[src/core/mode_sense_defs.svh]
// constants for the mode sense and smart log responder
`ifndef MODE_SENSE_DEFS_SVH
`define MODE_SENSE_DEFS_SVH

// register byte offsets
`define OFS_CMD_LO 8'h00
`define OFS_CMD_HI 8'h04
`define OFS_CTRL 8'h08
`define OFS_STATUS 8'h0c
`define OFS_DATA 8'h10
`define OFS_SELECT 8'h14
`define OFS_SAVE 8'h18
`define OFS_SMART 8'h1c
`define OFS_BLK_NUM 8'h20
`define OFS_BLK_LEN 8'h24

// control and status bits
`define CTRL_START 0
`define CTRL_HDR10 1
`define CTRL_LOG 2
`define STAT_REFUSED_BIT 3

// command fields
`define OPC_MODE_SENSE6 8'h1a
`define CMD_DBD_BIT 3
`define PAGE_ALL 6'h3f
`define PAGE_SPECIFIC_MAX 6'h1c
`define PAGE_VENDOR 6'h00
`define PCF_CURRENT 2'h0
`define PCF_CHANGEABLE 2'h1
`define PCF_DEFAULT 2'h2
`define PCF_SAVED 2'h3

// reply sizes in bytes, and the page saveable bit
`define HDR6_LEN 8'h04
`define HDR10_LEN 8'h08
`define BLK_DESC_LEN 8'h08
`define PAGE_TOTAL_LEN 8'h04
`define PAGE_BODY_LEN 8'h02
`define PAGE_PS_BIT 8'h80
`define LOG_TOTAL_LEN 8'h0c
`define LEN6_FIELD 8'h01
`define LEN10_FIELD 8'h02

// smart log page
`define LOG_PAGE_CODE 8'h2f
`define LOG_PAGE_LEN 8'h08
`define LOG_PARAM_LEN 8'h04
`define LOG_FLAGS 8'h03

// header and block descriptor fixed fields
`define MEDIUM_TYPE 8'h00
`define WP_ENABLED 8'h00
`define DENSITY_CODE 8'h00

// vendor page parameters
`define PARAM_DEFAULT 16'h1121
`define PARAM_CHANGE_MASK 16'hff3f

`endif

[src/core/mode_sense_pkg.sv]
// types for the mode sense and smart log responder
package mode_sense_pkg;
	typedef enum logic [0:0] {
		ST_IDLE,
		ST_SEND
	} reply_state_t;
endpackage

[src/core/mode_sense_log_responder.sv]
// mode sense and smart log page responder with apb register access
//
// Overview of operation
// RL1: smart log page code 2Fh, length 8, one parameter 0000h of length 04h.
// RL2: log bytes 8-11: sense code, qualifier, latest temperature, trip point.
// RL3: opcode 1Ah in byte 0 starts a mode report of configuration.
// RL4: descriptor-disable 0 includes block descriptor; 1 omits it.
// RL5: allocation length zero is valid and raises no error.
// RL6: reply cut to allocation length, even mid-field.
// RL7: page control 00 reports current values; saved after any reset. A hard_reset_evt while pclken is low is ignored here and leaves them.
// RL8: mode select ignored until spin-up completes.
// RL9: page control 01 returns mask, changeable fields all ones.
// RL10: page control 10 returns defaults, unsupported parameters zero.
// RL11: page control 11 returns saved values, else defaults.
// RL12: page codes 00h-1Ch return one page; 3Fh returns all pages. Only 00h and 3Fh are accepted here; other codes set the command error.
// RL13: reply order is header, block descriptors, then pages.
// RL14: four-byte header: length, medium, write-protect bit 7, descriptor length.
// RL15: eight-byte header: length msb first, medium, wp, zeros, descriptor length.
// RL16: data length counts following bytes; reserved on mode select.
// RL17: medium type always zero.
// RL18: write-protect zero in reports; reserved on mode select.
// RL19: select accepts descriptor length 0 or 8; report returns 8.
// RL20: each page length byte marks extent of supported fields.
// RL21: with descriptor omitted, descriptor length zero and data length reduced.
//
// Added by the designer: the register offsets and the APB interface to the registers.
`timescale 1ns/1ns
`include "mode_sense_defs.svh"

module mode_sense_log_responder (
	// clock, reset, enable
	input wire logic pclk,
	input wire logic presetn,
	input wire logic pclken,
	// apb slave
	input wire logic psel,
	input wire logic penable,
	input wire logic pwrite,
	input wire logic [7:0] paddr,
	input wire logic [31:0] pwdata,
	output logic [31:0] prdata,
	output logic pready,
	output logic pslverr,
	// drive state
	input wire logic spinup_done,
	input wire logic hard_reset_evt,
	input wire logic [7:0] temperature,
	// reply status
	output logic reply_active
);
	logic [31:0] cmd_lo_r;
	logic [15:0] cmd_hi_r;
	logic [7:0] sense_code_r;
	logic [7:0] sense_qual_r;
	logic [7:0] trip_point_r;
	logic [31:0] blk_num_r;
	logic [23:0] blk_len_r;
	logic [15:0] cur_r;
	logic [15:0] saved_r;
	logic select_refused_r;
	logic cmd_error_r;
	mode_sense_pkg::reply_state_t state_r;
	logic hdr10_q_r;
	logic log_q_r;
	logic dbd_q_r;
	logic [1:0] pcf_q_r;
	logic [7:0] total_q_r;
	logic [7:0] send_len_r;
	logic [7:0] idx_r;
	logic [31:0] prdata_r;
	logic pready_r;
	logic pslverr_r;

	// apb phases
	logic access_req;
	logic access_done;
	logic wr_done;
	logic rd_done;
	logic mapped;
	assign access_req = psel & penable & ~pready_r;
	assign access_done = psel & penable & pready_r;
	assign wr_done = access_done & pwrite & ~pslverr_r;
	assign rd_done = access_done & ~pwrite & ~pslverr_r;

	always_comb begin
		unique case (paddr)
			// holes in the map are refused with an error, not silently ignored
			`OFS_CMD_LO,
			`OFS_CMD_HI,
			`OFS_CTRL,
			`OFS_STATUS,
			`OFS_DATA,
			`OFS_SELECT,
			`OFS_SAVE,
			`OFS_SMART,
			`OFS_BLK_NUM,
			`OFS_BLK_LEN: begin
				mapped = 1'b1;
			end
			default: begin
				mapped = 1'b0;
			end
		endcase
	end

	// decoded command fields
	logic [7:0] opcode;
	logic dbd;
	logic [1:0] pcf;
	logic [5:0] page_code;
	logic [7:0] alloc_len;
	logic start;
	logic page_ok;
	logic opc_ok;
	assign opcode = cmd_lo_r[7:0];
	assign dbd = cmd_lo_r[8 + `CMD_DBD_BIT];
	assign pcf = cmd_lo_r[23:22];
	assign page_code = cmd_lo_r[21:16];
	assign alloc_len = cmd_hi_r[7:0];
	assign start = wr_done & (paddr == `OFS_CTRL) & pwdata[`CTRL_START];
	// only the vendor page exists; the all-pages code returns it alone
	assign page_ok = (page_code == `PAGE_VENDOR) || (page_code == `PAGE_ALL); // see RL12
	assign opc_ok = (opcode == `OPC_MODE_SENSE6); // see RL3

	// available length of the reply about to start
	logic [7:0] avail;
	always_comb begin
		if (pwdata[`CTRL_LOG]) begin
			avail = `LOG_TOTAL_LEN;
		end else begin
			avail = (pwdata[`CTRL_HDR10] ? `HDR10_LEN : `HDR6_LEN)
				+ (dbd ? 8'h00 : `BLK_DESC_LEN) + `PAGE_TOTAL_LEN; // see RL13
		end
	end

	// page parameters chosen by page control
	logic [15:0] page_params;
	always_comb begin
		unique case (pcf_q_r)
			`PCF_CURRENT: page_params = cur_r; // see RL7
			`PCF_CHANGEABLE: page_params = `PARAM_CHANGE_MASK; // see RL9
			`PCF_DEFAULT: page_params = `PARAM_DEFAULT; // see RL10
			`PCF_SAVED: page_params = saved_r; // see RL11
		endcase
	end

	// one reply byte by position
	logic [7:0] mode_len;
	logic [7:0] bd_len;
	logic [7:0] hdr_len;
	logic [7:0] rel;
	logic [7:0] reply_byte;
	assign bd_len = dbd_q_r ? 8'h00 : `BLK_DESC_LEN; // see RL19 see RL21
	assign hdr_len = hdr10_q_r ? `HDR10_LEN : `HDR6_LEN;
	// length field excludes itself: one byte short form, two bytes long form
	assign mode_len = total_q_r - (hdr10_q_r ? `LEN10_FIELD : `LEN6_FIELD); // see RL16 see RL21

	always_comb begin
		reply_byte = 8'h00;
		rel = 8'h00;
		// temperature is live: the byte shows the reading at the moment it is read
		if (log_q_r) begin
			unique case (idx_r)
				8'h00: reply_byte = `LOG_PAGE_CODE; // see RL1
				8'h03: reply_byte = `LOG_PAGE_LEN; // see RL1
				8'h06: reply_byte = `LOG_FLAGS;
				8'h07: reply_byte = `LOG_PARAM_LEN; // see RL1
				8'h08: reply_byte = sense_code_r; // see RL2
				8'h09: reply_byte = sense_qual_r; // see RL2
				8'h0a: reply_byte = temperature; // see RL2
				8'h0b: reply_byte = trip_point_r; // see RL2
				default: reply_byte = 8'h00;
			endcase
		end else if (idx_r < hdr_len) begin
			if (hdr10_q_r) begin
				unique case (idx_r)
					8'h01: reply_byte = mode_len; // see RL15
					8'h02: reply_byte = `MEDIUM_TYPE; // see RL17
					8'h03: reply_byte = `WP_ENABLED; // see RL18
					8'h07: reply_byte = bd_len; // see RL15
					default: reply_byte = 8'h00;
				endcase
			end else begin
				unique case (idx_r)
					8'h00: reply_byte = mode_len; // see RL14
					8'h01: reply_byte = `MEDIUM_TYPE; // see RL17
					8'h02: reply_byte = `WP_ENABLED; // see RL14 see RL18
					8'h03: reply_byte = bd_len; // see RL14
					default: reply_byte = 8'h00;
				endcase
			end
		end else if (idx_r < hdr_len + bd_len) begin
			rel = idx_r - hdr_len; // see RL4
			unique case (rel)
				8'h00: reply_byte = blk_num_r[31:24];
				8'h01: reply_byte = blk_num_r[23:16];
				8'h02: reply_byte = blk_num_r[15:8];
				8'h03: reply_byte = blk_num_r[7:0];
				8'h04: reply_byte = `DENSITY_CODE;
				8'h05: reply_byte = blk_len_r[23:16];
				8'h06: reply_byte = blk_len_r[15:8];
				default: reply_byte = blk_len_r[7:0];
			endcase
		end else begin
			rel = idx_r - hdr_len - bd_len;
			unique case (rel)
				8'h00: reply_byte = `PAGE_PS_BIT | {2'h0, `PAGE_VENDOR};
				8'h01: reply_byte = `PAGE_BODY_LEN; // see RL20
				8'h02: reply_byte = page_params[15:8];
				default: reply_byte = page_params[7:0];
			endcase
		end
	end

	// register read mux
	logic [31:0] rd_nxt;
	always_comb begin
		rd_nxt = 32'h0000_0000;
		unique case (paddr)
			`OFS_CMD_LO: rd_nxt = cmd_lo_r;
			`OFS_CMD_HI: rd_nxt = {16'h0000, cmd_hi_r};
			`OFS_CTRL: rd_nxt = {29'h0000_0000, log_q_r, hdr10_q_r, 1'b0};
			`OFS_STATUS: rd_nxt = {8'h00, send_len_r, idx_r, 4'h0, select_refused_r,
				spinup_done, cmd_error_r, reply_active};
			`OFS_DATA: rd_nxt = (state_r == mode_sense_pkg::ST_SEND)
				? {23'h00_0000, 1'b1, reply_byte} : 32'h0000_0000;
			`OFS_SELECT: rd_nxt = {16'h0000, cur_r};
			`OFS_SAVE: rd_nxt = {16'h0000, saved_r};
			`OFS_SMART: rd_nxt = {8'h00, trip_point_r, sense_qual_r, sense_code_r};
			`OFS_BLK_NUM: rd_nxt = blk_num_r;
			`OFS_BLK_LEN: rd_nxt = {8'h00, blk_len_r};
			default: rd_nxt = 32'h0000_0000;
		endcase
	end

	// apb answer: one wait state, data and error held in flops
	always_ff @(posedge pclk or negedge presetn) begin
		if (!presetn) begin
			pready_r <= 1'b0;
			pslverr_r <= 1'b0;
			prdata_r <= 32'h0000_0000;
		end else if (pclken) begin
			pready_r <= access_req;
			// the wait state lets read data come from a flop, not from the mux
			if (access_req) begin
				pslverr_r <= ~mapped;
				prdata_r <= (mapped && !pwrite) ? rd_nxt : 32'h0000_0000;
			end else if (access_done) begin
				pslverr_r <= 1'b0;
			end
		end
	end

	// command and descriptor registers
	always_ff @(posedge pclk or negedge presetn) begin
		if (!presetn) begin
			cmd_lo_r <= 32'h0000_0000;
			cmd_hi_r <= 16'h0000;
			sense_code_r <= 8'h00;
			sense_qual_r <= 8'h00;
			trip_point_r <= 8'h00;
			blk_num_r <= 32'h0000_0000;
			blk_len_r <= 24'h00_0000;
		end else if (pclken && wr_done) begin
			if (paddr == `OFS_CMD_LO) begin
				cmd_lo_r <= pwdata;
			end
			if (paddr == `OFS_CMD_HI) begin
				cmd_hi_r <= pwdata[15:0];
			end
			// sense code and trip point come from firmware; temperature is a pin
			if (paddr == `OFS_SMART) begin
				sense_code_r <= pwdata[7:0];
				sense_qual_r <= pwdata[15:8];
				trip_point_r <= pwdata[23:16];
			end
			if (paddr == `OFS_BLK_NUM) begin
				blk_num_r <= pwdata;
			end
			if (paddr == `OFS_BLK_LEN) begin
				blk_len_r <= pwdata[23:0];
			end
		end
	end

	// select and save are refused until spinup_done shows that spin-up has completed
	logic refuse_set;
	logic refuse_clr;
	assign refuse_set = wr_done && (paddr == `OFS_SELECT || paddr == `OFS_SAVE)
		&& !spinup_done;
	assign refuse_clr = wr_done && paddr == `OFS_STATUS && pwdata[`STAT_REFUSED_BIT];

	// saved and current page values
	// no nonvolatile store here, so saved values start at the defaults
	always_ff @(posedge pclk or negedge presetn) begin
		if (!presetn) begin
			saved_r <= `PARAM_DEFAULT;
			cur_r <= `PARAM_DEFAULT;
			select_refused_r <= 1'b0;
		end else if (pclken) begin
			if (wr_done && paddr == `OFS_SAVE && spinup_done) begin
				saved_r <= pwdata[15:0] & `PARAM_CHANGE_MASK; // see RL11
			end
			// a reset reload overrides a select landing in the same cycle
			if (hard_reset_evt) begin
				cur_r <= saved_r; // see RL7
			end else if (wr_done && paddr == `OFS_SELECT && spinup_done) begin
				cur_r <= (pwdata[15:0] & `PARAM_CHANGE_MASK)
					| (cur_r & ~`PARAM_CHANGE_MASK); // see RL7 see RL8
			end
			// refusal flag: a new refusal wins over a clear in the same cycle
			if (refuse_set) begin
				select_refused_r <= 1'b1; // see RL8
			end else if (refuse_clr) begin
				select_refused_r <= 1'b0;
			end
		end
	end

	// reply sequencer
	always_ff @(posedge pclk or negedge presetn) begin
		if (!presetn) begin
			state_r <= mode_sense_pkg::ST_IDLE;
			hdr10_q_r <= 1'b0;
			log_q_r <= 1'b0;
			dbd_q_r <= 1'b0;
			pcf_q_r <= `PCF_CURRENT;
			total_q_r <= 8'h00;
			send_len_r <= 8'h00;
			idx_r <= 8'h00;
			cmd_error_r <= 1'b0;
			reply_active <= 1'b0;
		end else if (pclken) begin
			if (start) begin
				// fields latched so command writes during a reply cannot alter it
				hdr10_q_r <= pwdata[`CTRL_HDR10];
				log_q_r <= pwdata[`CTRL_LOG];
				dbd_q_r <= dbd; // see RL4
				pcf_q_r <= pcf;
				total_q_r <= avail;
				idx_r <= 8'h00;
				if (!pwdata[`CTRL_LOG] && !(opc_ok && page_ok)) begin
					cmd_error_r <= 1'b1;
					send_len_r <= 8'h00;
					state_r <= mode_sense_pkg::ST_IDLE;
					reply_active <= 1'b0;
				end else begin
					cmd_error_r <= 1'b0;
					// zero allocation simply sends nothing
					send_len_r <= (alloc_len < avail) ? alloc_len : avail; // see RL5 see RL6
					state_r <= (alloc_len == 8'h00) ? mode_sense_pkg::ST_IDLE
						: mode_sense_pkg::ST_SEND; // see RL5
					reply_active <= (alloc_len != 8'h00);
				end
			end else begin
				unique case (state_r)
					mode_sense_pkg::ST_IDLE: begin
						reply_active <= 1'b0;
					end
					mode_sense_pkg::ST_SEND: begin
						// index moves only on a completed read, so no byte is skipped
						if (rd_done && paddr == `OFS_DATA) begin
							idx_r <= idx_r + 8'h01;
							if (idx_r + 8'h01 >= send_len_r) begin
								state_r <= mode_sense_pkg::ST_IDLE; // see RL6
								reply_active <= 1'b0;
							end
						end
					end
				endcase
			end
		end
	end

	assign prdata = prdata_r;
	assign pready = pready_r;
	assign pslverr = pslverr_r;
endmodule

[config.mk]
export PLATFORM = sky130hd
export DESIGN_NAME = mode_sense_log_responder
export DESIGN_NICKNAME = d
export VERILOG_FILES = /design/src/core/mode_sense_pkg.sv /design/src/core/mode_sense_log_responder.sv
export VERILOG_INCLUDE_DIRS = /design/src /design/src/core
export SDC_FILE = /design/constraint.sdc
export NUM_CORES = 1
export LEC_CHECK = 0
export BUFFER_PORTS_ARGS = -buffer_cell sky130_fd_sc_hd__buf_2
export CAP_MARGIN = 10
export CORE_MARGIN = 2
export CORE_UTILIZATION = 50
export DETAILED_ROUTE_END_ITERATION = 10
export GPL_ROUTABILITY_DRIVEN = 0
export PLACE_DENSITY = 0.68
export RECOVER_POWER = 100
export SYNTH_ARGS = -nofsm -noshare
export SYNTH_HDL_FRONTEND = slang
export SYNTH_SLANG_ARGS = --single-unit
export TNS_END_PERCENT = 10
[constraint.sdc]
create_clock -name pclk -period 3.8 [get_ports pclk]
set_input_delay 0.38 -clock pclk [delete_from_list [all_inputs] [get_ports pclk]]
set_output_delay 0.38 -clock pclk [all_outputs]
set_load 0.02 [all_outputs]
==> results of run 1 <==
==> power by group <==
part	leakage (nW)	switching (mW)	internal, mW	total (mW)
clock network	0.424	0.956	1.60	2.56
logic	2.66	0.144	0.0563	0.200
registers	2.99	0.0197	2.35	2.37
==> cells by family (layout without fill, tap and decap cells) <==
kind of cell / after synthesis / in the layout / synth area share [%]
AOI/OAI and AO/OA: 308 / 308 / 19.1
xor gates and xnor gates: 11 / 11 / 0.822
adders and majority gates: 26 / 26 / 2.84
buffers and inverters: 112 / 193 / 4.69
DFF: 218 / 218 / 46.6
muxes: 157 / 157 / 14.9
and+or+nand+nor: 250 / 250 / 11.0
==> through the flow <==
| stage | utilization, % | power (mW) | instances | hold slack (ps) | instance area [um2] |
|---|---|---|---|---|---|
| 6_report | 56.5 | 5.12 | 1482 | 103 | 13100 |
| 5_1_grt | 56.5 | 5.26 | 1482 | 100 | 13100 |
| 4_1_cts | 57.0 | 5.14 | 1482 | 94.1 | 13300 |
| 3_5_place_dp | 53.3 | 2.61 | 1437 | 461 | 12400 |
| 3_3_place_gp | 53.3 | 2.61 | 1437 | 457 | 12400 |
| 2_1_floorplan | - | 2.47 | 1082 | 84.4 | 11700 |
==> worst paths after layout <==
kind / start / end / slack [ps] / cells past startpoint
max in group asynchronous: presetn / sense_qual_r[7] / 660 / 3
min reg2reg: prdata[17] / prdata[17] / 470 / 1
max reg2reg: hdr10_q_r / prdata[3] / 170 / 13
max: hdr10_q_r / prdata[3] / 170 / 13
min in group asynchronous: presetn / cmd_hi_r[9] / 1250 / 2
min: spinup_done / select_refused_r / 100 / 2
==> cell type report <==
| cell class | instances | area [um2] | share of cell area, % |
|---|---|---|---|
| timing repair buffer | 120 | 607 | 4.62 |
| inverter | 29 | 109 | 0.829 |
| multi-input combinational | 752 | 5690 | 43.3 |
| clock inverter | 9 | 170 | 1.30 |
| sequential | 218 | 5470 | 41.6 |
| clock buffer | 35 | 693 | 5.28 |
| tap | 319 | 399 | 3.04 |
==> flip-flops by register name, indices dropped and copies added (netlist names), 2 cells and up <==
signal,flops
prdata,32
cmd_hi_r,16
idx_r,8
trip_point_r,8
sense_code_r,8
sense_qual_r,8
send_len_r,8
pcf_q_r,2
cur_r,14
blk_len_r,24
total_q_r,3
saved_r,14
blk_num_r,32
cmd_lo_r,32
==> cells in the mapped netlist, types with 13 or more instances <==
library cell / n
nand2_1: 87
mux2i_1: 15
nand3_1: 31
and3_1: 13
dfrtp_1: 210
ha_1: 25
a22oi_1: 71
a21o_1: 14
mux2_2: 142
nor3_1: 13
clkbuf_1: 47
a21oi_1: 36
inv_1: 29
nor2_1: 38
o21ai_0: 64
a222oi_1: 19
buf_2: 19
a22o_1: 15
==> metal layers <==
| metal | vias up | part of all wire (%) | wire (um) | global-route usage [%] |
|---|---|---|---|---|
| met5 | - | 0 | 0 | 0 |
| met4 | 0 | 4.7 | 1790 | 13.8 |
| met3 | 109 | 11 | 4160 | 6.17 |
| met2 | 644 | 45 | 17100 | 47.6 |
| met1 | 4823 | 40 | 15300 | 43.7 |
| li1 | 4212 | - | - | - |
==> critical path, cell delays in order (launching register included) <==
cell and delay (ps):
dfrtp_1 530, inv_1 120, ha_1 280, fa_1 500, ha_1 240, ha_1 240, xor2_1 160, a211o_1 340
a31oi_4 210, o211ai_1 240, o221a_1 270, a21oi_1 140, nand2_1 70, a211oi_1 200
==> metrics, run 1 <==
layout cell share with drive strength beyond 1 between 20% and 30%; Pleak just over 6 nW; Congestion Overflow GR 0; unrepaired setup endpoints after global routing no; violated checks max-capacitance violations, max-slew violations; share of the synthesized area in the top cell type between 40 and 50%; Core Region 23300 um2; I/O Buffers 90; leading cell type in the layout, fill and taps excluded dfrtp_1; Post-Syn Instances roughly 1.1k; Hold WC Path Type primary input to flop; Mean Syn Cell Area 10.8 um2; H-tree levels 1; First-pass DRT Iterations 7; number of enable flip-flop cells after synthesis 0; clk_skew between 10 and 15 ps; GRT Util Overall a little under a third; Slew Viols, Final 170; Final min period 3630 ps; clock latency at the later pin of the worst-skew pair 520 ps; Syn Std Cell Area between 10000 and 15000 um2; routed len/inst between 20 and 30 um; most frequent cells in the layout dfrtp_1 (210), mux2_2 (139), nand2_1 (87), a22oi_1 (71), o21ai_0 (66); CP Capture Type flop; die area ~25000 um2; first-pass GRT wire length a little under 60000 um; vias in the first global route just over 9k; Ys Warns 0; critical path type flop to flop; clock root cell clkbuf_16; clock-pin slew on the worst setup and hold paths 60 ps; Sink Count between 200 and 250; register area share after synthesis a little under half; antenna viol nets, final 0; DRC violations left 0; Final WS setup 168 ps; Crit path arrival time between 4000 and 5000 ps; CTS tree built; net count reported at finish approximately 1.2k; DR vias/cell about 6.6; relative slew slack -85.0%; Hold-fix buffers, CTS 1; via count about 10k; syn_nets between 1k and 1.5k; final hold vios 0; Final Cycle Share 95.6%; FFs w/ async S/R, synth 100%; ranking of synthesized cells by area dfrtp_1 (45%), mux2_2 (14%), a22oi_1 (4.5%); fill cell count between 2k and 2.5k; Place WS approximately 330 ps; Setup TNS 0 ps; dominant synthesized flop cell dfrtp_1; Worst setup SP type flop; pwr/cell area a little under 400 nW/um2; I/O pin cnt a little over 90; Crit path required time 4230 ps; initial antenna violation count 0; Post-CTS Setup Inserts 0; total routed wirelength approximately 38000 um; HPWL after detailed placement between 20000 and 30000 um; Die W around 160 um; Tightest Pin Transition around 2800 ps; status finished, violations left; #FFs+latches synth ~220; Max Cap Viol 3; P&R area growth vs syn 12.0%; total CTS buffers 24; diodes inserted 0; Max Root-Sink Buffers 3; Resized cells post-CTS 0; Peak Freq 0.275 GHz; VDD IR max roughly 0.36 mV; Die Height between 150 and 200 um; initial core utilization 50.4%; Setup violations, final 0; cell accounting for the most synthesized area dfrtp_1; Yosys cell types 86; Starting DRT DRC Count about 1.3k; crit-path max FO 8; Rows 56; largest net degree at the start of global routing 108
No activity file was read; power rests on OpenSTA's default activity.
==> inputs of run 2 (changes only) <==
PLACE_DENSITY = 0.76   (was 0.68)
==> run 2 against run 1 <==
  * The flow still finishes with violations (max-capacitance violations, max-slew violations)
  * Critical endpoint is now prdata[4]
  * Critical path type unchanged
  * Wire length shrank 1.9%
  * Critical path depth decreased by 1
  * First-iteration DRC count rose by 8.7%
  * Largest power group unchanged
==> metrics, run 2 (synthesis results as in run 1) <==
status finished, violations left (unchanged); violated checks max-capacitance violations, max-slew violations (unchanged); DR vias/cell 6.72 (was 6.60); CTS tree built (unchanged); worst r2r src hdr10_q_r (unchanged); Peak Freq 0.279 GHz (was 0.275 GHz); wire length on met2 16400 um (was 17100 um); clock latency at the later pin of the worst-skew pair 530 ps (was 520 ps); Final Cycle Share 94.3% (was 95.6%); relative slew slack -86.2% (was -85.0%); crit-path max FO 8 (unchanged); layout cell share with drive strength beyond 1 24.5% (was 24.0%); DRC violations left 0 (unchanged); clk_skew 13.0 ps (was 11.2 ps); H-tree levels 1 (unchanged); Worst Setup EP prdata[4] (was prdata[3]); antenna viol nets, final 0 (unchanged); Place WS 277 ps (was 329 ps); Crit path arrival time 3990 ps (was 4070 ps); I/O Buffers 90 (unchanged); Die W 157 um (unchanged); Hold WC Path Type primary input to flop (unchanged); Pleak 6.08 nW (about the same); I/O pin cnt 91 (unchanged); wire length on met3 4250 um (was 4160 um); Max Used Layer met5 (was met4); Final min period 3580 ps (was 3630 ps); leading cell type in the layout, fill and taps excluded dfrtp_1 (unchanged); sequential fraction of design power 46.0% (was 46.2%); total net switching power 1.15 mW (was 1.12 mW); clock root cell clkbuf_16 (unchanged); Tightest Pin Transition 2790 ps (was 2780 ps); Max Root-Sink Buffers 3 (unchanged); DRT met1 WL 14300 um (was 15300 um); die area 24700 um2 (unchanged); P&R area growth vs syn 12.4% (was 12.0%); net count reported at finish 1228 (was 1227); HPWL after detailed placement 26200 um (was 26000 um); Setup TNS 0 ps (unchanged); vias in the first global route 9821 (was 9357); Die Height 157 um (unchanged); Setup violations, final 0 (unchanged); Worst Reg2Reg Path Length in Cells 12 (was 13); First-pass DRT Iterations 9 (was 7); combinational share of power 3.9% (about the same); Clock power frac 50.1% (was 49.9%); VDD IR max 0.339 mV (was 0.362 mV); first-pass GRT wire length 58100 um (was 57800 um); Int Power 4.00 mW (about the same); routed len/inst 25.4 um (was 25.8 um); unrepaired setup endpoints after global routing no (unchanged); Rows 56 (unchanged); switch share 22.4% (was 21.9%); total routed wirelength 37600 um (was 38300 um); initial core utilization 50.4% (unchanged); Max Cap Viol 3 (unchanged); pwr/cell area 391 nW/um2 (was 390 nW/um2); GRT Util Overall 31.1% (was 31.3%); Congestion Overflow GR 0 (unchanged); Crit path required time 4210 ps (was 4230 ps); Sink Count 218 (unchanged); worst setup path startpoint hdr10_q_r (unchanged); most frequent cells in the layout dfrtp_1 (209), mux2_2 (141), nand2_1 (87), a22oi_1 (71), o21ai_0 (65) (was dfrtp_1 (210), mux2_2 (139), nand2_1 (87), a22oi_1 (71), o21ai_0 (66)); reg-to-reg critical path endpoint prdata[4] (was prdata[3]); total CTS buffers 24 (unchanged); Starting DRT DRC Count 1443 (was 1328); Slew Viols, Final 160 (was 170); via count 9966 (was 9788); largest net degree at the start of global routing 112 (was 108); initial antenna violation count 1 (was 0); CP Capture Type flop (unchanged); critical path type flop to flop (unchanged); R2R setup slack 220 ps (was 170 ps); final hold vios 0 (unchanged); clock-pin slew on the worst setup and hold paths 60 ps (about the same); Final WS setup 218 ps (was 168 ps); Core Region 23300 um2 (unchanged); Worst setup SP type flop (unchanged)
==> run 2: metrics by stage <==
stage               cell area, um2  hold WS (ps)  utilization (%)  power [mW]  std cells
floorplan                    11700          84.4                -        2.47       1082
global placement             12400           457             53.3        2.61       1438
detailed placement           12400           461             53.3        2.61       1438
CTS                          13300          87.9             57.1        5.16       1482
global route                 13200           102             56.6        5.28       1482
finish                       13200          87.5             56.6        5.15       1483
==> run 2: per-layer routing <==
metal / vias to the layer above / GRT usage, %
met3: 170 / 6.25
met5: - / 1.24
met2: 696 / 46.3
met1: 4896 / 42.2
met4: 2 / 18.3
li1: 4202 / -
==> run 2: power by group through the flow <==
| stage | Combinational, mW | Sequential (mW) | Clock, mW |
|---|---|---|---|
| 2_1_floorplan | 0.0660 | 2.40 | 0 |
| 3_3_place_gp | 0.201 | 2.41 | 0 |
| 3_5_place_dp | 0.205 | 2.41 | 0 |
| 4_1_cts | 0.207 | 2.37 | 2.59 |
| 5_1_grt | 0.226 | 2.37 | 2.68 |
| 6_report | 0.203 | 2.37 | 2.58 |
==> run 2: repair_timing <==
action                                  4_1_cts  5_1_grt
hold buffers                                  1        0
setup buffers                                 0        0
gates resized for setup                       0        1
hold endpoints to repair                    109        0
endpoints found under the setup margin        0        1
==> run 2: area by class of cell <==
type | count | area (um2)
sequential | 218 | 5470
tap | 319 | 399
clock inverter | 9 | 158
clock buffer | 34 | 719
fill | 2062 | 10100
multi-input combinational | 752 | 5700
antenna | 1 | 2.50
inverter | 29 | 109
timing repair buffer | 121 | 622
==> run 2: how the worst min path moves through the flow <==
stage / startpoint / depth (start not counted) / to
after floorplan: presetn / 0 / blk_len_r[0]
after global placement: prdata[16] / 1 / prdata[16]
after detailed placement: prdata[16] / 1 / prdata[16]
after CTS: spinup_done / 2 / select_refused_r
after global routing: spinup_done / 2 / select_refused_r
final: spinup_done / 2 / select_refused_r
==> run 2: worst max-delay path: stages (launching register included) <==
cell       delay, ps
dfrtp_2          470
inv_1            120
ha_1             260
fa_1             490
ha_1             260
ha_1             260
and3b_2          230
o2111ai_2        250
a31oi_4          120
o211ai_1         260
o221ai_1         210
a311oi_1         430
o21ai_1          100
